==> config.mk <==
export PLATFORM = sky130hd
export DESIGN_NAME = memory_map_decoder
export DESIGN_NICKNAME = d
export VERILOG_FILES = /design/src/pkg/mem_map_pkg.sv /design/src/rtl/wait_counter.sv /design/src/rtl/memory_map_decoder.sv
export SDC_FILE = /design/constraint.sdc
export NUM_CORES = 1
export LEC_CHECK = 0
export ABC_AREA = 1
export BUFFER_PORTS_ARGS = -buffer_cell sky130_fd_sc_hd__buf_2
export CAP_MARGIN = 20
export CORE_MARGIN = 10
export CORE_UTILIZATION = 47
export DETAILED_ROUTE_END_ITERATION = 6
export PLACE_DENSITY_LB_ADDON = 0.2
export SYNTH_ARGS = -nofsm -noshare
export SYNTH_HDL_FRONTEND = slang
export SYNTH_HIERARCHICAL = 1
export SYNTH_SLANG_ARGS = --single-unit
==> constraint.sdc <==
create_clock -name MCLK -period 2.2 [get_ports MCLK]
set_input_delay 0.55 -clock MCLK [delete_from_list [all_inputs] [get_ports MCLK]]
set_output_delay 0.55 -clock MCLK [all_outputs]
set_load 0.05 [all_outputs]
==> src/pkg/mem_map_pkg.sv <==
`default_nettype none
package mem_map_pkg;

   localparam logic [31:0] FLASH_BASE = 32'h0000_0000;
   localparam int FLASH_PAGES = 64;
   localparam int PAGE_BITS = 12;
   localparam int FLASH_PAGE_W = 6;
   localparam logic [31:0] CODE_RAM_BASE = 32'h0080_0000;
   localparam logic [31:0] DATA_RAM_BASE = 32'h2000_0000;
   localparam int RAM_SECTIONS = 8;
   localparam int RAM_PORTS = 4;
   localparam int RAM_ADDR_W = 15;
   localparam logic [31:0] FACTORY_INFO_BASE = 32'h1000_0000;
   localparam logic [31:0] USER_CONFIG_BASE = 32'h1000_1000;
   localparam logic [31:0] APB_PERIPH_BASE = 32'h4000_0000;
   localparam logic [31:0] AHB_PERIPH_BASE = 32'h5000_0000;
   localparam int SLOT_W = 6;
   // one bit per populated 4 kB slot above the peripheral base
   localparam logic [63:0] SLOT_MAP = 64'h0000_0080_C7FF_FF5F;
   localparam logic [5:0] SERIAL_SLOT = 6'h03;
   localparam logic [5:0] CRYPTO_SLOT = 6'h0F;
   localparam logic [1:0] FLASH_WAIT = 2'h2;
   localparam logic [1:0] RAM_WAIT = 2'h0;

   localparam logic [1:0] MASTER_INSTR = 2'h0;
   localparam logic [1:0] MASTER_DATA = 2'h1;
   localparam logic [1:0] MASTER_DMA = 2'h2;

   typedef enum logic [2:0] {
      ST_IDLE = 3'b001,
      ST_WAIT = 3'b010,
      ST_RESP = 3'b100
   } xfer_state_t;

endpackage
`default_nettype wire

==> src/rtl/wait_counter.sv <==
`timescale 1ns/1ps
`default_nettype none
module wait_counter #(
   parameter int WIDTH = 2
) (
   input wire logic clk,
   input wire logic reset,
   input wire logic load,
   input wire logic [WIDTH-1:0] load_val,
   output logic expired
);
   logic [WIDTH-1:0] count_ff;
   logic [WIDTH-1:0] nxt_count;

   always_comb begin
      nxt_count = count_ff;
      if (load) begin
         nxt_count = load_val;
      end else if (count_ff != '0) begin
         nxt_count = count_ff - {{(WIDTH-1){1'b0}}, 1'b1};
      end
   end

   always_ff @(posedge clk) begin
      if (reset) begin
         count_ff <= '0;
      end else begin
         count_ff <= nxt_count;
      end
   end

   assign expired = (count_ff == '0);
endmodule
`default_nettype wire

==> src/rtl/memory_map_decoder.sv <==
`timescale 1ns/1ps
`default_nettype none
module memory_map_decoder
   import mem_map_pkg::*;
(
   input wire logic MCLK,
   input wire logic RESET,
   input wire logic REQ,
   input wire logic [31:0] ADDR,
   input wire logic WRITE,
   input wire logic [1:0] MASTER,
   input wire logic [1:0] SERIAL_SHARE_SEL,
   input wire logic CRYPTO_SHARE_SEL,
   input wire logic [RAM_SECTIONS-1:0] RAM_ON_PWR,
   input wire logic [RAM_SECTIONS-1:0] RAM_OFF_PWR,
   input wire logic SYSTEM_OFF,
   input wire logic CPU_RUNNING,
   input wire logic DEBUG_MODE,
   output logic BUSY,
   output logic DONE,
   output logic ERROR,
   output logic FLASH_SEL,
   output logic FLASH_IBUS,
   output logic [FLASH_PAGE_W-1:0] FLASH_PAGE,
   output logic RAM_SEL,
   output logic [1:0] RAM_PORT,
   output logic [RAM_ADDR_W-1:0] RAM_ADDR,
   output logic FACTORY_INFO_SEL,
   output logic USER_CONFIG_SEL,
   output logic PERIPH_SEL,
   output logic [SLOT_W-1:0] PERIPH_SLOT,
   output logic [3:0] SERIAL_SEL,
   output logic [1:0] CRYPTO_SEL,
   output logic [RAM_SECTIONS-1:0] RAM_SECTION_PWR,
   output logic TICK_ENABLE
);

   ////////////////////////////////////////////////////////////////////////////
   // address decode of the incoming request
   logic hit_flash, hit_code_ram, hit_data_ram, hit_ram;
   logic hit_factory, hit_user, hit_apb, hit_ahb, hit_periph;
   logic is_dma, deny;
   logic [2:0] section;
   logic [SLOT_W-1:0] slot;
   logic [1:0] wait_val;

   always_comb begin
      hit_flash = (ADDR[31:PAGE_BITS+FLASH_PAGE_W] == FLASH_BASE[31:PAGE_BITS+FLASH_PAGE_W]);
      hit_code_ram = (ADDR[31:RAM_ADDR_W] == CODE_RAM_BASE[31:RAM_ADDR_W]);
      hit_data_ram = (ADDR[31:RAM_ADDR_W] == DATA_RAM_BASE[31:RAM_ADDR_W]);
      hit_ram = hit_code_ram | hit_data_ram;
      hit_factory = (ADDR[31:PAGE_BITS] == FACTORY_INFO_BASE[31:PAGE_BITS]);
      hit_user = (ADDR[31:PAGE_BITS] == USER_CONFIG_BASE[31:PAGE_BITS]);
      slot = ADDR[PAGE_BITS+SLOT_W-1:PAGE_BITS];
      hit_apb = (ADDR[31:PAGE_BITS+SLOT_W] == APB_PERIPH_BASE[31:PAGE_BITS+SLOT_W])
         && SLOT_MAP[slot];
      hit_ahb = (ADDR[31:PAGE_BITS] == AHB_PERIPH_BASE[31:PAGE_BITS]);
      hit_periph = hit_apb | hit_ahb;
      section = ADDR[RAM_ADDR_W-1:PAGE_BITS];
      is_dma = (MASTER == MASTER_DMA);
      // dma masters only see memory, never peripheral registers
      deny = 1'b1;
      if (hit_flash || hit_factory || hit_user) begin
         // stores into nonvolatile space go via the write controller slot only
         deny = WRITE;
      end else if (hit_ram) begin
         // unpowered section cannot answer, so refuse rather than hang
         deny = !RAM_SECTION_PWR[section];
      end else if (hit_periph) begin
         deny = is_dma;
      end
      wait_val = (hit_flash && !deny) ? FLASH_WAIT : RAM_WAIT;
   end

   ////////////////////////////////////////////////////////////////////////////
   // transfer sequencing
   xfer_state_t state_ff, nxt_state;
   logic take, expired;
   logic busy_ff, nxt_busy;
   logic done_ff, nxt_done;
   logic error_ff, nxt_error, err_pend_ff, nxt_err_pend;
   logic flash_sel_ff, nxt_flash_sel, flash_ibus_ff, nxt_flash_ibus;
   logic [FLASH_PAGE_W-1:0] flash_page_ff, nxt_flash_page;
   logic ram_sel_ff, nxt_ram_sel;
   logic [1:0] ram_port_ff, nxt_ram_port;
   logic [RAM_ADDR_W-1:0] ram_addr_ff, nxt_ram_addr;
   logic factory_ff, nxt_factory, user_ff, nxt_user;
   logic periph_ff, nxt_periph;
   logic [SLOT_W-1:0] slot_ff, nxt_slot;
   logic [3:0] serial_ff, nxt_serial;
   logic [1:0] crypto_ff, nxt_crypto;

   assign take = (state_ff == ST_IDLE) && REQ;

   wait_counter #(
      .WIDTH(2)
   ) u_wait (
      .clk(MCLK),
      .reset(RESET),
      .load(take),
      .load_val(wait_val),
      .expired(expired)
   );

   always_comb begin
      nxt_state = state_ff;
      nxt_done = 1'b0;
      nxt_error = 1'b0;
      nxt_err_pend = err_pend_ff;
      nxt_flash_sel = flash_sel_ff;
      nxt_flash_ibus = flash_ibus_ff;
      nxt_flash_page = flash_page_ff;
      nxt_ram_sel = ram_sel_ff;
      nxt_ram_port = ram_port_ff;
      nxt_ram_addr = ram_addr_ff;
      nxt_factory = factory_ff;
      nxt_user = user_ff;
      nxt_periph = periph_ff;
      nxt_slot = slot_ff;
      nxt_serial = serial_ff;
      nxt_crypto = crypto_ff;
      unique case (state_ff)
         ST_IDLE: begin
            if (REQ) begin
               nxt_state = ST_WAIT;
               nxt_err_pend = deny;
               nxt_flash_sel = hit_flash && !deny;
               nxt_flash_ibus = (MASTER == MASTER_INSTR);
               nxt_flash_page = ADDR[PAGE_BITS+FLASH_PAGE_W-1:PAGE_BITS];
               nxt_ram_sel = hit_ram && !deny;
               nxt_ram_port = section[2:1];
               // both windows land on the same cell: only low bits kept
               nxt_ram_addr = ADDR[RAM_ADDR_W-1:0];
               nxt_factory = hit_factory && !deny;
               nxt_user = hit_user && !deny;
               nxt_periph = hit_periph && !deny;
               nxt_slot = hit_apb ? slot : '0;
               nxt_serial = 4'h0;
               if (hit_apb && !deny && slot == SERIAL_SLOT) begin
                  nxt_serial[SERIAL_SHARE_SEL] = 1'b1;
               end
               nxt_crypto = 2'h0;
               if (hit_apb && !deny && slot == CRYPTO_SLOT) begin
                  nxt_crypto[CRYPTO_SHARE_SEL] = 1'b1;
               end
            end
         end
         ST_WAIT: begin
            if (expired) begin
               nxt_state = ST_RESP;
               nxt_done = 1'b1;
               nxt_error = err_pend_ff;
            end
         end
         ST_RESP: begin
            nxt_state = ST_IDLE;
            nxt_err_pend = 1'b0;
            nxt_flash_sel = 1'b0;
            nxt_ram_sel = 1'b0;
            nxt_factory = 1'b0;
            nxt_user = 1'b0;
            nxt_periph = 1'b0;
            nxt_serial = 4'h0;
            nxt_crypto = 2'h0;
         end
         default: begin
            nxt_state = ST_IDLE;
         end
      endcase
      // status pin registered so it never glitches on a state decode
      nxt_busy = (nxt_state != ST_IDLE);
   end

   always_ff @(posedge MCLK) begin
      if (RESET) begin
         state_ff <= ST_IDLE;
         busy_ff <= 1'b0;
         done_ff <= 1'b0;
         error_ff <= 1'b0;
         err_pend_ff <= 1'b0;
         flash_sel_ff <= 1'b0;
         flash_ibus_ff <= 1'b0;
         flash_page_ff <= '0;
         ram_sel_ff <= 1'b0;
         ram_port_ff <= 2'h0;
         ram_addr_ff <= '0;
         factory_ff <= 1'b0;
         user_ff <= 1'b0;
         periph_ff <= 1'b0;
         slot_ff <= '0;
         serial_ff <= 4'h0;
         crypto_ff <= 2'h0;
      end else begin
         state_ff <= nxt_state;
         busy_ff <= nxt_busy;
         done_ff <= nxt_done;
         error_ff <= nxt_error;
         err_pend_ff <= nxt_err_pend;
         flash_sel_ff <= nxt_flash_sel;
         flash_ibus_ff <= nxt_flash_ibus;
         flash_page_ff <= nxt_flash_page;
         ram_sel_ff <= nxt_ram_sel;
         ram_port_ff <= nxt_ram_port;
         ram_addr_ff <= nxt_ram_addr;
         factory_ff <= nxt_factory;
         user_ff <= nxt_user;
         periph_ff <= nxt_periph;
         slot_ff <= nxt_slot;
         serial_ff <= nxt_serial;
         crypto_ff <= nxt_crypto;
      end
   end

   ////////////////////////////////////////////////////////////////////////////
   // section power and tick gating
   logic [RAM_SECTIONS-1:0] pwr_ff, nxt_pwr;
   logic tick_ff, nxt_tick;

   always_comb begin
      nxt_pwr = SYSTEM_OFF ? RAM_OFF_PWR : RAM_ON_PWR;
      nxt_tick = CPU_RUNNING | DEBUG_MODE;
   end

   always_ff @(posedge MCLK) begin
      if (RESET) begin
         pwr_ff <= '0;
         tick_ff <= 1'b0;
      end else begin
         pwr_ff <= nxt_pwr;
         tick_ff <= nxt_tick;
      end
   end

   assign BUSY = busy_ff;
   assign DONE = done_ff;
   assign ERROR = error_ff;
   assign FLASH_SEL = flash_sel_ff;
   assign FLASH_IBUS = flash_ibus_ff;
   assign FLASH_PAGE = flash_page_ff;
   assign RAM_SEL = ram_sel_ff;
   assign RAM_PORT = ram_port_ff;
   assign RAM_ADDR = ram_addr_ff;
   assign FACTORY_INFO_SEL = factory_ff;
   assign USER_CONFIG_SEL = user_ff;
   assign PERIPH_SEL = periph_ff;
   assign PERIPH_SLOT = slot_ff;
   assign SERIAL_SEL = serial_ff;
   assign CRYPTO_SEL = crypto_ff;
   assign RAM_SECTION_PWR = pwr_ff;
   assign TICK_ENABLE = tick_ff;
endmodule
`default_nettype wire

==> results.toml <==
[run_status]
status = "finished, final reports clean"

[cts]
numCtsBuffers = 5
clkTransAtPathRegs_ns = 0.09
hold_buffers = 0
insertion_delay_ns = 0.30
cts_resized = 0
clockRootBuffer = "clkbuf_8"
cts_htree_levels = 2
cts_tree = "done"
cts.sinks = 54
max-clock-path-buffers = 2
cts_setup_buffers = 0

[sta]
fin_crit_sh_pct = 82.0
max_freq_ghz = 0.554
setup_tns_ns = 0
rsz0062_at_grt = "no"
setup_viol = 0
maxSlewHeadroom_pct = 63.0
fin_skew_ns = 0.00420
fin_ws_ns = 0.396
tightest_slew_ns = 0.555
final_max_slew_viol_count = 0
hold_viol_final = 0
period_needed_ns = 1.80
hold_ws_ns = 0.465

[floorplanning]
die_y_um = 92.5
initial_core_util_pct = 48.3
die_w_um = 92.5
io_pins = 113
coreArea_um2 = 5110
rows = 26
die-area_um2 = 8550

[pwr]
leakage_uw = 0.00155
irDropWorstVdd_v = 0.000411
power_density_nw_per_um2 = 682

[critical_path]
r2r_start = "RAM_SECTION_PWR[7]$_SDFF_PP0_"
cp-end-kind = "register"
cp.required_ns = 2.43
worst-path-max-fanout = 11
crit_start = "ADDR[20]"
r2r_end = "SERIAL_SEL[3]$_SDFFE_PP0P_"
r2r_setup_slack_ns = 0.70
critPathCapture = "SERIAL_SEL[3]$_SDFFE_PP0P_"
cp_data_arrival_time_ns = 2.04
start_kind = "primary input"
reg2reg_depth = 10
crit_type = "primary input to register"

[logic_synthesis]
syn_area_um2 = 2470
synth_adder_area_share_pct = 0.507
synth-xor-area-share_pct = 0
ys_warn_count = 6
synth_cell_type_count = 29
synth.avg_cell_area_um2 = 6.82
synth_top_family_by_area = "simple AND/OR/NAND/NOR gates"
yosys.area_share.simple_pct = 33.8
synth_nets = 423
synth-compound-area-share_pct = 11.9
synthMuxAreaShare_pct = 0
synth_cells = 362
seq_area_frac_synth_pct = 43.8
ys_ff_latch = 54

[hold_path]
hold_path_class = "register to register"

[finish]
layout-drive-gt1-share_pct = 29.2
final_util_pct = 61.0
areaGrowthSynthToFinish_pct = 26.4
fillers = 538
nNetsFinal = 526
finalInstanceArea_um2 = 3120
antenna_cells = 0

[global_routing]
grt.met3_usage_pct = 6.38
grt_pass1_vias = 2453
grt_pass1_wl_um = 11300
antenna_found_initial = 0
busiest_layer = "met2"
overflow = 0
grt_max_degree = 36
use_met2_pct = 26.4
use_met1_pct = 18.6
grtUsageTotal_pct = 16.0

[placement]
dpl-instance-area_um2 = 3040
io_buffers = 112
dp_slack_ns = 0.0897
hpwl_um = 5430
gp_congestion = 0.880

[detailed_routing]
antenna_left = 0
drc_errors = 0
wl_per_cell_um = 12.9
routed_wirelength_um = 6920
vias = 2527
vias_per_cell = 4.72
drt_iter0_markers = 135
firstDrtPassIters = 4

[job]
maxCapViolCount = 0
## Yosys cell counts (all sizes together)
master	count	share of area [%]
o211a	1	0.41
buf	14	3.6
dfxtp	54	44
a21oi	31	6.4
nand4	9	2.3
inv	33	5.0
nand3b	1	0.30
conb	1	0.15
nor4	1	0.25
nor2	76	12
o21ai	25	5.1
ha	1	0.51
nand3	19	3.9
clkinv	1	0.15
nand2	73	12
or2	3	0.76
clkbuf	7	1.1
nor3	12	2.6
## sequential cells by signal, summed over array words and instances (netlist names)
signal / count
RAM_ADDR: 12
RAM_SECTION_PWR: 8
FLASH_PAGE: 6
PERIPH_SLOT: 6
SERIAL_SEL: 4
state_ff: 3
CRYPTO_SEL: 2
u_wait/count_ff: 2
BUSY: 1
DONE: 1
ERROR: 1
FACTORY_INFO_SEL: 1
FLASH_IBUS: 1
FLASH_SEL: 1
PERIPH_SEL: 1
RAM_SEL: 1
TICK_ENABLE: 1
USER_CONFIG_SEL: 1
err_pend_ff: 1
## layout by cell type (no fill, tap or decap), types with 2 or more instances in the layout
cell	n
buf_2	112
nand3_1	19
nand2_1	69
nor2_1	72
nor3_1	11
inv_2	3
o21ai_0	24
inv_1	30
buf_4	5
clkbuf_8	5
nor2_2	3
dfxtp_1	54
a21oi_1	30
or2_1	2
nand2_2	4
nand4_1	9
## critical path, cell delays in order
cell	delay, ns
buf_2	0.09
nor2_1	0.15
nand2_1	0.09
nor2_1	0.26
nand4_1	0.17
nand2_2	0.11
nand2_1	0.05
nand2_1	0.06
nand2_2	0.06
nand2_2	0.18
nand4_1	0.11
a21oi_1	0.15
## layer usage
metal | wire length (um) | up-vias | share of wire (%)
met5 | 0 | - | 0
met4 | 89 | 0 | 1.3
met3 | 699 | 5 | 10
met2 | 3230 | 85 | 47
met1 | 2890 | 1086 | 42
li1 | - | 1351 | -
## logic make-up (layout without fill, tap and decap cells)
group | Yosys count | count (layout)
DFF | 54 | 54
buffers and inverters | 55 | 158
and+or+nand+nor | 194 | 194
adders and majority gates | 1 | 1
AOI/OAI and AO/OA | 57 | 57
other | 1 | 1
## final cells by class
type | instances | area (um2) | area share (%)
clock buffers | 6 | 72.6 | 2.33
clock inverters | 1 | 7.51 | 0.241
well taps | 70 | 87.6 | 2.81
multi-input cells | 253 | 1140 | 36.7
flip-flops and latches | 54 | 1080 | 34.7
repair buffers | 117 | 598 | 19.2
inverters | 34 | 128 | 4.09
## worst min path at each step
stage                               endpoint  cells past startpoint                  startpoint
3_3_place_gp      CRYPTO_SEL[0]$_SDFFE_PP0P_                      2  CRYPTO_SEL[0]$_SDFFE_PP0P_
3_5_place_dp      CRYPTO_SEL[0]$_SDFFE_PP0P_                      2  CRYPTO_SEL[0]$_SDFFE_PP0P_
6_report          FLASH_PAGE[3]$_SDFFE_PP0P_                      2  FLASH_PAGE[3]$_SDFFE_PP0P_
2_1_floorplan               ERROR$_SDFF_PP0_                      2    err_pend_ff$_SDFFE_PP0P_
4_1_cts        RAM_SECTION_PWR[4]$_SDFF_PP0_                      3              RAM_OFF_PWR[4]
5_1_grt        RAM_SECTION_PWR[5]$_SDFF_PP0_                      3              RAM_OFF_PWR[5]
## per-stage QoR
stage | total power (uW) | instances
after global routing | 2230 | 535
final | 2120 | 535
after global placement | 1620 | 528
after floorplan | 1470 | 362
after CTS | 2150 | 535
after detailed placement | 1630 | 528
## report_power, final
group	leakage, uW	switching [uW]	internal [uW]	total [uW]
logic	0.00107	393	148	541
clock network	0.0000373	304	219	523
registers	0.000443	26.4	1030	1060
total	0.00155	723	1400	2120
(Power assumes the default switching activity.)
